## config.mk

```make
export PLATFORM = sky130hd
export DESIGN_NAME = pes_top
export DESIGN_NICKNAME = d
export VERILOG_FILES = /design/src/core/pes_pkg.sv /design/src/core/pes_top.sv
export SDC_FILE = /design/constraint.sdc
export NUM_CORES = 1
export LEC_CHECK = 0
export BUFFER_PORTS_ARGS = -buffer_cell sky130_fd_sc_hd__buf_2
export CAP_MARGIN = 10
export CELL_PAD_IN_SITES_DETAIL_PLACEMENT = 1
export CELL_PAD_IN_SITES_GLOBAL_PLACEMENT = 2
export CORE_UTILIZATION = 30
export DETAILED_ROUTE_END_ITERATION = 16
export GPL_TIMING_DRIVEN = 0
export PLACE_DENSITY = 0.61
export SLEW_MARGIN = 0
export SYNTH_ARGS = -nofsm -noshare
export SYNTH_HDL_FRONTEND = slang
export SYNTH_SLANG_ARGS = --single-unit
```

## constraint.sdc

```tcl
create_clock -name core_clk -period 3.7 [get_ports core_clk]
set_clock_uncertainty 0.2 [all_clocks]
set_input_delay 1.11 -clock core_clk [delete_from_list [all_inputs] [get_ports core_clk]]
set_output_delay 1.11 -clock core_clk [all_outputs]
set_load 0.005 [all_outputs]
```

## src/core/pes_pkg.sv

```systemverilog
// package of constants and carrier types for the parity error signalling block
// assumes a 100 MHz core clock and a classic wishbone register bus
package pes_pkg;
   // ---------------------------------------------------------------
   // register map (byte addresses)
   // ---------------------------------------------------------------
   localparam logic [3:0] PES_CTRL_OFS   = 4'h0;
   localparam logic [3:0] PES_STATUS_OFS = 4'h4;
   localparam logic [3:0] PES_CFG_OFS    = 4'h8;
   // ---------------------------------------------------------------
   // control byte fields
   // ---------------------------------------------------------------
   localparam int PES_CTL_IRQ_EN   = 0;
   localparam int PES_CTL_URG_EN   = 1;
   localparam int PES_CTL_IND_EN   = 2;
   localparam int PES_CTL_EVEN     = 3;
   localparam logic [3:0] PES_CTL_RST = 4'h0;
   // ---------------------------------------------------------------
   // configuration fields
   // ---------------------------------------------------------------
   localparam int PES_CFG_ADDR0    = 0;
   localparam int PES_CFG_PF_EN    = 1;
   localparam int PES_CFG_GATE_INV = 2;
   localparam logic [2:0] PES_CFG_RST = 3'h0;
   // ---------------------------------------------------------------
   // status fields
   // ---------------------------------------------------------------
   localparam int PES_ST_LOW   = 0;
   localparam int PES_ST_HIGH  = 1;
   localparam int PES_ST_IRQ   = 2;
   localparam int PES_ST_URG   = 3;
   // ---------------------------------------------------------------
   // memory side
   // ---------------------------------------------------------------
   localparam logic [15:0] PES_CTL_ADDR_DEF = 16'h0400;
   localparam logic [15:0] PES_CTL_ADDR_ALT = 16'h0000;
   localparam int PES_MEM_AW = 8;
   // ---------------------------------------------------------------
   // timing
   // ---------------------------------------------------------------
   localparam int PES_CLK_MHZ      = 100;
   localparam int PES_PWRUP_MS     = 10;
   localparam int PES_PWRUP_CYC    = PES_PWRUP_MS * 1000 * PES_CLK_MHZ;
   // ---------------------------------------------------------------
   // carriers
   // ---------------------------------------------------------------
   typedef struct packed {
      logic        strobe_n;
      logic [15:0] addr;
      logic [15:0] data;
   } pes_mem_s;
   typedef struct packed {
      logic high;
      logic low;
   } pes_lane_s;
endpackage

```

## src/core/pes_top.sv

```systemverilog
// parity error signalling: parity store, checker, error latches and interrupts
// assumes memory strobes and pins come asynchronously; registers over classic wishbone
// Function
// [RL1] maskable irq output asserts on parity error
// [RL2] urgent irq output asserts on error condition
// [RL3] latched low lane error status output
// [RL4] latched high lane error status output
// [RL5] gate input enables the urgent irq
// [RL6] power fail ORed into urgent irq
// [RL7] power fail use option, default off
// [RL8] option inverts sense of gate input
// [RL9] write strobe rise clears irq and status
// [RL10] write strobe rise clears urgent irq
// [RL11] gate going high clears urgent irq
// [RL12] read strobe rise updates maskable irq
// [RL13] read strobe rise updates urgent irq
// [RL14] read strobe rise updates lane statuses
// [RL15] host waits 10 ms after power-up
// [RL16] control port at 400H, or 0H option
// [RL17] reset clears control byte, masks all
// [RL18] maskable latch holds until command or reset
// [RL19] urgent latch holds until command, reset, gate
// [RL20] parity stored per lane, checked on read
`timescale 1ns/1ps
module pes_top #(
   parameter int PWRUP_CYC = pes_pkg::PES_PWRUP_CYC,
   parameter int MEM_AW    = pes_pkg::PES_MEM_AW
) (
   input  wire  logic        core_clk,
   input  wire  logic        nrst,
   input  wire  logic        wb_cyc_i,
   input  wire  logic        wb_stb_i,
   input  wire  logic        wb_we_i,
   input  wire  logic [3:0]  wb_adr_i,
   input  wire  logic [3:0]  wb_sel_i,
   input  wire  logic [31:0] wb_dat_i,
   output logic        [31:0] wb_dat_o,
   output logic               wb_ack_o,
   input  wire  logic        low_write_strobe_n,
   input  wire  logic        dual_port_read_strobe_n,
   input  wire  logic [15:0] mem_addr,
   input  wire  logic [15:0] mem_data,
   input  wire  logic        urgent_irq_gate,
   input  wire  logic        power_fail_in,
   output logic               parity_irq,
   output logic               urgent_irq,
   output logic               low_lane_error,
   output logic               high_lane_error,
   output logic               access_ready
);
   // ---------------------------------------------------------------
   // pin synchronisers: three flops, change taken when 2nd and 3rd agree
   // ---------------------------------------------------------------
   localparam int NP = 4;
   logic [NP-1:0] pin_raw;
   logic [NP-1:0] s1;
   logic [NP-1:0] s2;
   logic [NP-1:0] s3;
   logic [NP-1:0] pin_q;
   logic [NP-1:0] pin_d;
   assign pin_raw = {power_fail_in, urgent_irq_gate, dual_port_read_strobe_n, low_write_strobe_n};

   genvar gi;
   generate
      for (gi = 0; gi < NP; gi++) begin : g_sync
         // idle level of strobes is high, of gate and power fail low
         localparam logic IDLE = (gi < 2) ? 1'b1 : 1'b0;
         always_ff @(posedge core_clk or negedge nrst) begin
            if (!nrst) begin
               s1[gi]    <= IDLE;
               s2[gi]    <= IDLE;
               s3[gi]    <= IDLE;
               pin_q[gi] <= IDLE;
               pin_d[gi] <= IDLE;
            end else begin
               s1[gi]    <= pin_raw[gi];
               s2[gi]    <= s1[gi];
               s3[gi]    <= s2[gi];
               pin_d[gi] <= pin_q[gi];
               if (s2[gi] == s3[gi]) begin
                  pin_q[gi] <= s3[gi];
               end
            end
         end
      end
   endgenerate

   wire wr_rise = pin_q[0] & ~pin_d[0];
   wire rd_rise = pin_q[1] & ~pin_d[1];
   wire wr_fall = ~pin_q[0] & pin_d[0];
   wire rd_fall = ~pin_q[1] & pin_d[1];
   wire gate_lv = pin_q[2];
   wire pf_lv   = pin_q[3];

   // ---------------------------------------------------------------
   // address and data captured while strobes are low
   // ---------------------------------------------------------------
   pes_pkg::pes_mem_s cap;
   wire cap_now = wr_fall | rd_fall;

   // ---------------------------------------------------------------
   // registers
   // ---------------------------------------------------------------
   logic [3:0] ctrl;
   logic [2:0] cfg;
   logic       irq_lat;
   logic       urg_lat;
   pes_pkg::pes_lane_s lane;
   logic [(1<<MEM_AW)-1:0] par_lo;
   logic [(1<<MEM_AW)-1:0] par_hi;
   logic [31:0] pwr_cnt;

   // ---------------------------------------------------------------
   // decode
   // ---------------------------------------------------------------
   wire wb_req   = wb_cyc_i & wb_stb_i & ~wb_ack_o;
   wire sel_ctrl = wb_adr_i == pes_pkg::PES_CTRL_OFS;
   wire sel_st   = wb_adr_i == pes_pkg::PES_STATUS_OFS;
   wire sel_cfg  = wb_adr_i == pes_pkg::PES_CFG_OFS;
   wire wb_wr    = wb_req & wb_we_i & wb_sel_i[0];
   wire [15:0] ctl_addr = cfg[pes_pkg::PES_CFG_ADDR0] ? pes_pkg::PES_CTL_ADDR_ALT
                                                     : pes_pkg::PES_CTL_ADDR_DEF; // see [RL16]
   wire ctl_hit  = cap.addr == ctl_addr;
   wire ctl_wr   = wr_rise & ctl_hit;                                           // see [RL16]
   wire [MEM_AW-1:0] idx = cap.addr[MEM_AW-1:0];
   wire even     = ctrl[pes_pkg::PES_CTL_EVEN];
   // parity bit kept so byte plus bit has odd (or even) ones
   wire gen_lo   = ~(^cap.data[7:0]) ^ even;                                    // see [RL20]
   wire gen_hi   = ~(^cap.data[15:8]) ^ even;                                   // see [RL20]
   wire chk_lo   = gen_lo ^ par_lo[idx];                                        // see [RL20]
   wire chk_hi   = gen_hi ^ par_hi[idx];                                        // see [RL20]
   wire rd_err   = chk_lo | chk_hi;
   wire gate_on  = gate_lv ^ cfg[pes_pkg::PES_CFG_GATE_INV];                    // see [RL8]
   wire gate_d   = pin_d[2] ^ cfg[pes_pkg::PES_CFG_GATE_INV];
   wire gate_up  = gate_on & ~gate_d;
   wire pf_hit   = pf_lv & cfg[pes_pkg::PES_CFG_PF_EN];                         // see [RL6] [RL7]
   wire urg_set  = (rd_rise & rd_err & ctrl[pes_pkg::PES_CTL_URG_EN]) | pf_hit; // see [RL13] [RL6]
   wire irq_set  = rd_rise & rd_err & ctrl[pes_pkg::PES_CTL_IRQ_EN];            // see [RL12]
   wire [3:0] st_word = {urg_lat, irq_lat, lane.high, lane.low};
   wire [31:0] rd_mux = sel_ctrl ? {28'h0, ctrl} :
                        sel_st   ? {28'h0, st_word} :
                        sel_cfg  ? {29'h0, cfg} : 32'h0;

   // ---------------------------------------------------------------
   // capture and parity store
   // ---------------------------------------------------------------
   always_ff @(posedge core_clk or negedge nrst) begin
      if (!nrst) begin
         cap <= '0;
      end else if (cap_now) begin
         cap <= '{strobe_n: 1'b0, addr: mem_addr, data: mem_data};
      end
   end

   // parity bits written at the end of the write, after capture settled
   always_ff @(posedge core_clk or negedge nrst) begin
      if (!nrst) begin
         par_lo <= '0;
      end else if (wr_rise) begin
         par_lo[idx] <= gen_lo;                                                 // see [RL20]
      end
   end

   always_ff @(posedge core_clk or negedge nrst) begin
      if (!nrst) begin
         par_hi <= '0;
      end else if (wr_rise) begin
         par_hi[idx] <= gen_hi;                                                 // see [RL20]
      end
   end

   // ---------------------------------------------------------------
   // control byte and configuration
   // ---------------------------------------------------------------
   always_ff @(posedge core_clk or negedge nrst) begin
      if (!nrst) begin
         ctrl <= pes_pkg::PES_CTL_RST;                                          // see [RL17]
         cfg  <= pes_pkg::PES_CFG_RST;                                          // see [RL7] [RL16]
      end else begin
         if (ctl_wr) begin
            ctrl <= cap.data[3:0];
         end else if (wb_wr & sel_ctrl) begin
            ctrl <= wb_dat_i[3:0];
         end
         if (wb_wr & sel_cfg) begin
            cfg <= wb_dat_i[2:0];
         end
      end
   end

   // ---------------------------------------------------------------
   // error latches; a set in the clearing cycle wins
   // ---------------------------------------------------------------
   wire urg_clr      = ctl_wr | gate_up;                                        // see [RL10] [RL11]
   wire lane_upd     = rd_rise & ctrl[pes_pkg::PES_CTL_IND_EN];                 // see [RL14]
   wire next_irq_lat = irq_set | (irq_lat & ~ctl_wr);                           // see [RL1] [RL9] [RL18]
   wire next_urg_lat = urg_set | (urg_lat & ~urg_clr);                          // see [RL2] [RL10] [RL19]
   wire next_lane_lo = lane_upd ? chk_lo : (lane.low & ~ctl_wr);                // see [RL3] [RL9]
   wire next_lane_hi = lane_upd ? chk_hi : (lane.high & ~ctl_wr);               // see [RL4] [RL9]

   always_ff @(posedge core_clk or negedge nrst) begin
      if (!nrst) begin
         irq_lat <= 1'b0;                                                       // see [RL17]
      end else begin
         irq_lat <= next_irq_lat;
      end
   end

   always_ff @(posedge core_clk or negedge nrst) begin
      if (!nrst) begin
         urg_lat <= 1'b0;                                                       // see [RL17]
      end else begin
         urg_lat <= next_urg_lat;
      end
   end

   // lane results kept even when the indicators are masked off later
   always_ff @(posedge core_clk or negedge nrst) begin
      if (!nrst) begin
         lane <= '0;                                                            // see [RL17]
      end else begin
         lane <= '{high: next_lane_hi, low: next_lane_lo};
      end
   end

   // ---------------------------------------------------------------
   // outputs, each from its own flop
   // ---------------------------------------------------------------
   // the gate hides the urgent latch while off; the latch keeps its state until the gate turns on, which clears it
   wire next_urgent_irq = urg_lat & gate_on;                                    // see [RL5] [RL2]

   always_ff @(posedge core_clk or negedge nrst) begin
      if (!nrst) begin
         parity_irq <= 1'b0;
      end else begin
         parity_irq <= irq_lat;                                                 // see [RL1]
      end
   end

   always_ff @(posedge core_clk or negedge nrst) begin
      if (!nrst) begin
         urgent_irq <= 1'b0;
      end else begin
         urgent_irq <= next_urgent_irq;                                         // see [RL2]
      end
   end

   always_ff @(posedge core_clk or negedge nrst) begin
      if (!nrst) begin
         low_lane_error <= 1'b0;
      end else begin
         low_lane_error <= lane.low;                                            // see [RL3]
      end
   end

   always_ff @(posedge core_clk or negedge nrst) begin
      if (!nrst) begin
         high_lane_error <= 1'b0;
      end else begin
         high_lane_error <= lane.high;                                          // see [RL4]
      end
   end

   // ---------------------------------------------------------------
   // power-up wait
   // ---------------------------------------------------------------
   // counter saturates so ready never falls back during a long run
   wire pwr_done = pwr_cnt >= 32'(PWRUP_CYC);

   always_ff @(posedge core_clk or negedge nrst) begin
      if (!nrst) begin
         pwr_cnt <= 32'h0;
      end else if (!pwr_done) begin
         pwr_cnt <= pwr_cnt + 32'h1;                                            // see [RL15]
      end
   end

   always_ff @(posedge core_clk or negedge nrst) begin
      if (!nrst) begin
         access_ready <= 1'b0;
      end else begin
         access_ready <= pwr_done;                                              // see [RL15]
      end
   end

   // ---------------------------------------------------------------
   // bus answer: one-cycle ack, data only beside it
   // ---------------------------------------------------------------
   always_ff @(posedge core_clk or negedge nrst) begin
      if (!nrst) begin
         wb_ack_o <= 1'b0;
      end else begin
         wb_ack_o <= wb_req;
      end
   end

   always_ff @(posedge core_clk or negedge nrst) begin
      if (!nrst) begin
         wb_dat_o <= 32'h0;
      end else begin
         wb_dat_o <= wb_req ? rd_mux : 32'h0;
      end
   end
endmodule // pes_top

```

==> flow_metrics.py, run 1 <==
metrics = {
    "outcome": {
        "status": "finished clean",
    },
    "sta": {
        "hold-worst-slack_ns": 0.154,
        "worst_slew_margin_rel_pct": 29.0,
        "timing.fmax_mhz": 273,
        "slew_at_the_pin_closest_to_its_max_slew_limit_ns": 1.06,
        "setup-tns-final_ns": 0,
        "report.final.setup_viol": 0,
        "final-hold-violation-count": 0,
        "rsz0062_at_grt": "no",
        "finalCriticalPeriod_ns": 3.66,
        "final_max_slew_viol_count": 0,
        "fin_crit_sh_pct": 98.8,
    },
    "layout": {
        "antenna_cells_inserted": 0,
        "multi_input_comb_area_um2": 11100,
        "design.final.nets": 2862,
        "final_layout_size_suffix_gt1_share_pct": 17.4,
        "layout.area.seq_um2": 15400,
        "n_fill_cell": 9987,
        "syn2layout_area_growth_pct": 18.0,
        "finalInstanceArea_um2": 32100,
    },
    "cts": {
        "clk_path_buf_depth": 3,
        "cts_tree": "yes",
        "cts_root_buffer": "sky130_fd_sc_hd__clkbuf_16",
        "cts-htree-levels": 3,
        "cts_num_sinks": 616,
        "clk_latency_ns": 0.63,
        "cts_buffers": 74,
        "holdBufCountCts": 0,
        "clk_pin_slew_worst_paths_ns": 0.06,
    },
    "global_route": {
        "antenna_violations_before_repair": 0,
        "globalRouteOverflowTotal": 0,
        "globalRouteTotalUtil_pct": 23.5,
        "wire_length_of_the_first_global_routing_pass_um": 155000,
        "grt_max_degree": 116,
        "vias_in_the_first_global_route": 22000,
    },
    "synth": {
        "syn_inst": 2599,
        "synth_top_cells_by_area": "sky130_fd_sc_hd__dfrtp_1, sky130_fd_sc_hd__mux4_2, sky130_fd_sc_hd__nand2_1",
        "ys_top_cells_by_count": "sky130_fd_sc_hd__dfrtp_1, sky130_fd_sc_hd__nand2_1, sky130_fd_sc_hd__o21ai_0, sky130_fd_sc_hd__nor2_1, sky130_fd_sc_hd__a21oi_1",
        "yosysMostFrequentCell": "sky130_fd_sc_hd__dfrtp_1",
        "synth_edf_count": 0,
        "synth.largest_area_cell": "sky130_fd_sc_hd__dfrtp_1",
        "ys_seq_area_share_pct": 56.7,
        "async_flop_share_pct": 100,
        "yosys.cell_types.count": 44,
        "netlist_area_um2": 27200,
        "yosys_warnings": 0,
        "syn_avg_cell_area_um2": 10.5,
        "yosys_top_cell_area_share_pct": 55.7,
        "flip_flop_and_latch_count_after_synthesis": 616,
        "synthFlopType": "sky130_fd_sc_hd__dfrtp_1",
    },
    "detailed_routing": {
        "ant_nets": 0,
        "drt_first_iter_violations": 1599,
        "dr.pass1.iters": 5,
        "vias": 21000,
        "drcViolationCount": 0,
        "viasPerCell": 5.25,
        "postRouteWirelength_um": 106000,
        "drt-wirelength-per-cell_um": 26.5,
    },
    "worst_hold_path": {
        "min_to": "s2[3]",
        "hold_start": "s1[3]",
        "worst_hold_path_type": "reg -> reg",
        "hold-path-cell-count": 0,
    },
    "placed_design": {
        "hpwl_um": 74100,
        "final_weighted_congestion_in_routability_driven_placement": 0.837,
        "i_o_buffers": 59,
        "postPlaceCellArea_um2": 29400,
    },
    "setup_path": {
        "critPathArrivalTime_ns": 3.97,
        "reg2reg_depth": 10,
        "critical-path-slowest-cell": "sky130_fd_sc_hd__buf_2",
        "crit_chain": "buf_2 -> buf_2 -> mux4_2 -> a22oi_1 -> a21oi_1 -> nor4_4 -> o22ai_2 -> or3b_4 -> a22oi_2 -> o21ai_1",
        "most_used_cell_along_the_critical_path": "sky130_fd_sc_hd__buf_2",
        "worst-r2r-setup-slack_ns": 0.04,
        "endpoint_type_of_the_worst_setup_path": "register",
        "regToRegEndpoint": "urg_lat",
        "critPathMaxFanout": 10,
        "crit_type": "reg -> reg",
        "max_stage_delay_ns": 0.62,
        "required_ns": 4.01,
        "cp-start-kind": "register",
        "worstSetupStartpoint": "cap[17]",
        "regToRegStartpoint": "cap[17]",
    },
    "power_and_ir_drop": {
        "p_per_area_nw_per_um2": 783,
        "report.power.total_mw": 25.1,
        "vdd.ir_drop.worst_uv": 448,
        "static-leakage-power_nw": 13.6,
    },
    "floorplan": {
        "design.portCount": 119,
        "die_height_um": 303,
        "die_width_um": 303,
        "design.core.area_um2": 89900,
        "floorplan.die_area_um2": 91900,
        "placementRows": 110,
        "floorplan.initialDensity_pct": 30.3,
    },
    "flow_run": {
        "cap_viol_max_count": 0,
    },
}
[where the power goes]
| group | switching, mW | internal (mW) | total (mW) | leakage (nW) |
|---|---|---|---|---|
| clock network | 3.03 | 4.19 | 7.22 | 1.17 |
| registers | 0.616 | 7.76 | 8.37 | 8.37 |
| logic | 7.39 | 2.16 | 9.55 | 4.08 |
[registers in the layout, summed over array words and instances, names as in the netlist, 2 cells and up]
name / count
cap: 32
cfg: 3
ctrl: 4
lane: 2
par_hi: 256
par_lo: 256
pin_d: 3
pin_q: 2
pwr_cnt: 32
s1: 4
s2: 4
s3: 4
wb_dat_o: 4
[layout by cell type (no fill, tap or decap), drive strengths merged, types with 5 or more instances in the layout]
cell type,synthesis,routed
a21oi,174,174
a22oi,65,65
and3,6,6
buf,56,136
clkbuf,134,232
clkinv,0,18
conb,1,28
dfrtp,606,606
dfstp,10,10
inv,9,15
mux2,35,35
mux2i,6,6
mux4,128,128
nand2,601,601
nand2b,9,9
nand3,20,20
nand4,6,6
nor2,242,242
nor2b,9,9
nor3,18,18
nor4,13,13
o21ai,387,387
o22ai,5,5
xnor2,28,28
xor2,7,7
[critical path: cells and delay by family, from the launching register on]
family	cells	cell delay [ns]
and+or+nand+nor	2	0.97
muxes	1	0.40
buffers and inverters	2	0.81
AOI/OAI and AO/OA	5	0.80
DFF	1	0.33
[cells by family (layout without fill, tap and decap cells)]
family                   after synthesis  in the layout  synth area share (%)
other                                  1             28                0.0138
AO/OA/AOI/OAI                        638            638                  12.5
buffers and inverters                199            406                  3.50
adder cells (fa/ha/maj)                6              6                 0.239
flip-flops                           616            616                  56.7
multiplexers                         169            169                  12.3
XOR/XNOR                              35             35                  1.13
AND/OR/NAND/NOR                      935            935                  13.6
[timing repair]
action | in CTS | in global routing
resized for setup | 74 | 54
pin swaps | 0 | 2
setup buffers | 0 | 4
endpoints found under the setup margin | 370 | 178
hold endpoints to repair | 0 | 0
[layout make-up]
| type | count | share of cell area (%) |
|---|---|---|
| timing repair buffer | 78 | 2.02 |
| multi-input combinational | 1811 | 34.4 |
| buffer | 189 | 3.50 |
| inverter | 9 | 0.105 |
| sequential | 616 | 48.0 |
| clock buffer | 101 | 6.43 |
| tap | 1176 | 4.58 |
| clock inverter | 29 | 0.877 |
[layer usage]
layer | vias up | global-route usage, % | wire length [µm]
met5 | - | 0 | 0
met1 | 11100 | 32.5 | 48200
met3 | 166 | 2.93 | 4550
met2 | 494 | 37.7 | 49700
met4 | 0 | 8.59 | 3930
li1 | 9314 | - | -
[how the worst max path moves through the flow]
stage                              end  slack [ns]  depth (start not counted)
final                          urg_lat        0.04                         10
after detailed placement    par_hi[91]       -1.10                          9
after CTS                   par_lo[94]       0.008                         10
after global routing           urg_lat       0.007                         10
after floorplan                urg_lat        0.86                         11
after global placement    access_ready      -11.95                          1
[per-stage QoR]
stage	std cells	utilization, %	setup WS, ns
final	4009	35.7	0.0431
after global routing	4009	35.7	0.00660
after CTS	4005	35.6	0.00786
after detailed placement	3876	32.7	-1.10
after global placement	3861	32.4	-11.95
after floorplan	2626	-	0.861
Note: power is estimated with default switching activity, not from simulation.
==> inputs of run 2 (changes only) <==
==> constraint.sdc (replaced) <==
create_clock -name core_clk -period 4.75 [get_ports core_clk]
set_clock_uncertainty 0.2 [all_clocks]
set_input_delay 1.425 -clock core_clk [delete_from_list [all_inputs] [get_ports core_clk]]
set_output_delay 1.425 -clock core_clk [all_outputs]
set_load 0.005 [all_outputs]
==> flow_metrics.py, run 2 (synthesis results as in run 1) <==
metrics = {
    "outcome": {
        "status": "finished clean",
    },
    "detailed_routing": {
        "postRouteWirelength_um": 106000,
        "viasPerCell": 5.22,
        "ant_nets": 0,
        "drcViolationCount": 0,
        "drt_first_iter_violations": 1536,
        "vias": 20900,
        "drt-wirelength-per-cell_um": 26.5,
        "dr.pass1.iters": 5,
    },
    "setup_path": {
        "regToRegStartpoint": "cap[17]",
        "critPathArrivalTime_ns": 4.91,
        "critPathMaxFanout": 10,
        "endpoint_type_of_the_worst_setup_path": "register",
        "crit_type": "reg -> reg",
        "cp-start-kind": "register",
        "reg2reg_depth": 9,
        "regToRegEndpoint": "par_hi[252]",
        "required_ns": 4.99,
        "worst-r2r-setup-slack_ns": 0.08,
    },
    "floorplan": {
        "floorplan.die_area_um2": 91900,
        "design.portCount": 119,
        "design.core.area_um2": 89900,
        "die_height_um": 303,
        "placementRows": 110,
        "die_width_um": 303,
        "floorplan.initialDensity_pct": 30.3,
    },
    "power_and_ir_drop": {
        "seqPwrFrac_pct": 33.6,
        "p_comb_share_pct": 37.4,
        "p_per_area_nw_per_um2": 610,
        "report.power.total_mw": 19.4,
        "vdd.ir_drop.worst_uv": 334,
        "p_sw_mw": 8.55,
        "p_clk_share_pct": 29.0,
        "static-leakage-power_nw": 13.4,
        "power.switching_fraction_pct": 44.0,
        "p_int_mw": 10.9,
    },
    "cts": {
        "cts_buffers": 74,
        "cts_post_setup_buffers_inserted": 0,
        "clk_pin_slew_worst_paths_ns": 0.06,
        "cts_root_buffer": "sky130_fd_sc_hd__clkbuf_16",
        "holdBufCountCts": 0,
        "cts_num_sinks": 616,
        "cts_tree": "yes",
        "clk_path_buf_depth": 3,
        "cts-htree-levels": 3,
        "clk_latency_ns": 0.63,
    },
    "global_route": {
        "grt_max_degree": 116,
        "globalRouteOverflowTotal": 0,
        "globalRouteTotalUtil_pct": 23.4,
        "vias_in_the_first_global_route": 22000,
        "wire_length_of_the_first_global_routing_pass_um": 155000,
        "antenna_violations_before_repair": 1,
    },
    "layout": {
        "final-instance-count-excl-fill": 4006,
        "most-common-layout-cells": "sky130_fd_sc_hd__dfrtp_1, sky130_fd_sc_hd__nand2_1, sky130_fd_sc_hd__o21ai_0, sky130_fd_sc_hd__nor2_1, sky130_fd_sc_hd__a21oi_1",
        "finish.utilization_pct": 35.4,
        "most_common_cell_after_layout_fill_and_taps_aside": "sky130_fd_sc_hd__dfrtp_1",
        "reg_top3": "par_hi: 256 flops, par_lo: 256 flops",
        "n_fill_cell": 10000,
        "syn2layout_area_growth_pct": 16.8,
        "antenna_cells_inserted": 0,
        "design.final.nets": 2859,
        "final_layout_size_suffix_gt1_share_pct": 15.4,
    },
    "placed_design": {
        "post-place-cells": 3876,
        "final_weighted_congestion_in_routability_driven_placement": 0.837,
        "i_o_buffers": 59,
        "hpwl_um": 74100,
    },
    "sta": {
        "timing.fmax_mhz": 214,
        "worst_slew_margin_rel_pct": 11.8,
        "report.final.setup_viol": 0,
        "final-hold-violation-count": 0,
        "slew_at_the_pin_closest_to_its_max_slew_limit_ns": 1.32,
        "final_max_slew_viol_count": 0,
        "rsz0062_at_grt": "no",
        "finalCriticalPeriod_ns": 4.67,
        "fin_crit_sh_pct": 98.2,
        "hold-worst-slack_ns": 0.154,
    },
    "worst_hold_path": {
        "hold-path-cell-count": 0,
        "hold_start": "s1[3]",
        "min_to": "s2[3]",
        "worst_hold_path_type": "reg -> reg",
    },
    "flow_run": {
        "cap_viol_max_count": 0,
    },
}
==> run 2: timing repair <==
item                       4_1_cts  5_1_grt
gates resized for setup          1        7
pin swaps                        0        0
setup endpoints to repair        4        7
==> run 2: routing by layer <==
layer	global-route usage, %	wire length [µm]
met5	0	0
met4	9.02	3950
met3	2.73	4330
met2	37.5	49500
met1	32.5	48200
==> run 2: through the flow <==
step | setup slack (ns) | instance area (µm²) | TNS, ns
6_report | 0.0849 | 31800 | 0
5_1_grt | 0.0222 | 31800 | 0
3_5_place_dp | -0.0503 | 29400 | -0.0907
2_1_floorplan | 1.90 | 27300 | 0
3_3_place_gp | -11.22 | 29100 | -6808.79
4_1_cts | 0.0669 | 31800 | 0
==> run 2: how the worst max path moves through the flow <==
stage                startpoint            to  slack, ns  cells after the start
floorplan           wb_adr_i[1]        cfg[0]       1.90                      4
global placement           nrst  access_ready     -11.22                      1
detailed placement      cap[17]    par_hi[91]      -0.05                      9
CTS                     cap[17]       urg_lat       0.07                     11
global route            cap[17]    par_hi[39]       0.02                     10
finish                  cap[17]   par_hi[252]       0.08                      9
==> run 2: cell type report <==
cell class | instances | area [µm²] | area share (%)
repair buffers | 74 | 619 | 1.95
clock buffers | 101 | 2060 | 6.49
well taps | 1176 | 1470 | 4.63
inverters | 9 | 33.8 | 0.106
flip-flops and latches | 616 | 15400 | 48.5
clock inverters | 29 | 282 | 0.886
plain buffers | 190 | 945 | 2.97
multi-input cells | 1811 | 10900 | 34.4
==> run 2: worst max-delay path, stage by stage, from the launching register on <==
cell,delay [ns]
sky130_fd_sc_hd__dfrtp_1,0.36
sky130_fd_sc_hd__buf_2,0.16
sky130_fd_sc_hd__buf_2,0.28
sky130_fd_sc_hd__clkdlybuf4s15_1,0.65
sky130_fd_sc_hd__nor2_1,0.86
sky130_fd_sc_hd__and3_1,0.39
sky130_fd_sc_hd__clkbuf_1,0.96
sky130_fd_sc_hd__nand2_1,0.31
sky130_fd_sc_hd__nand2_1,0.17
sky130_fd_sc_hd__o21ai_0,0.10
==> run 2: power groups by stage <==
| stage | Sequential (mW) | Combinational, mW | Clock [mW] |
|---|---|---|---|
| floorplan | 6.41 | 3.54 | 0 |
| global placement | 6.57 | 7.13 | 0 |
| detailed placement | 6.61 | 7.29 | 0 |
| CTS | 6.52 | 7.30 | 5.77 |
| global route | 6.61 | 7.66 | 5.97 |
| finish | 6.52 | 7.25 | 5.63 |
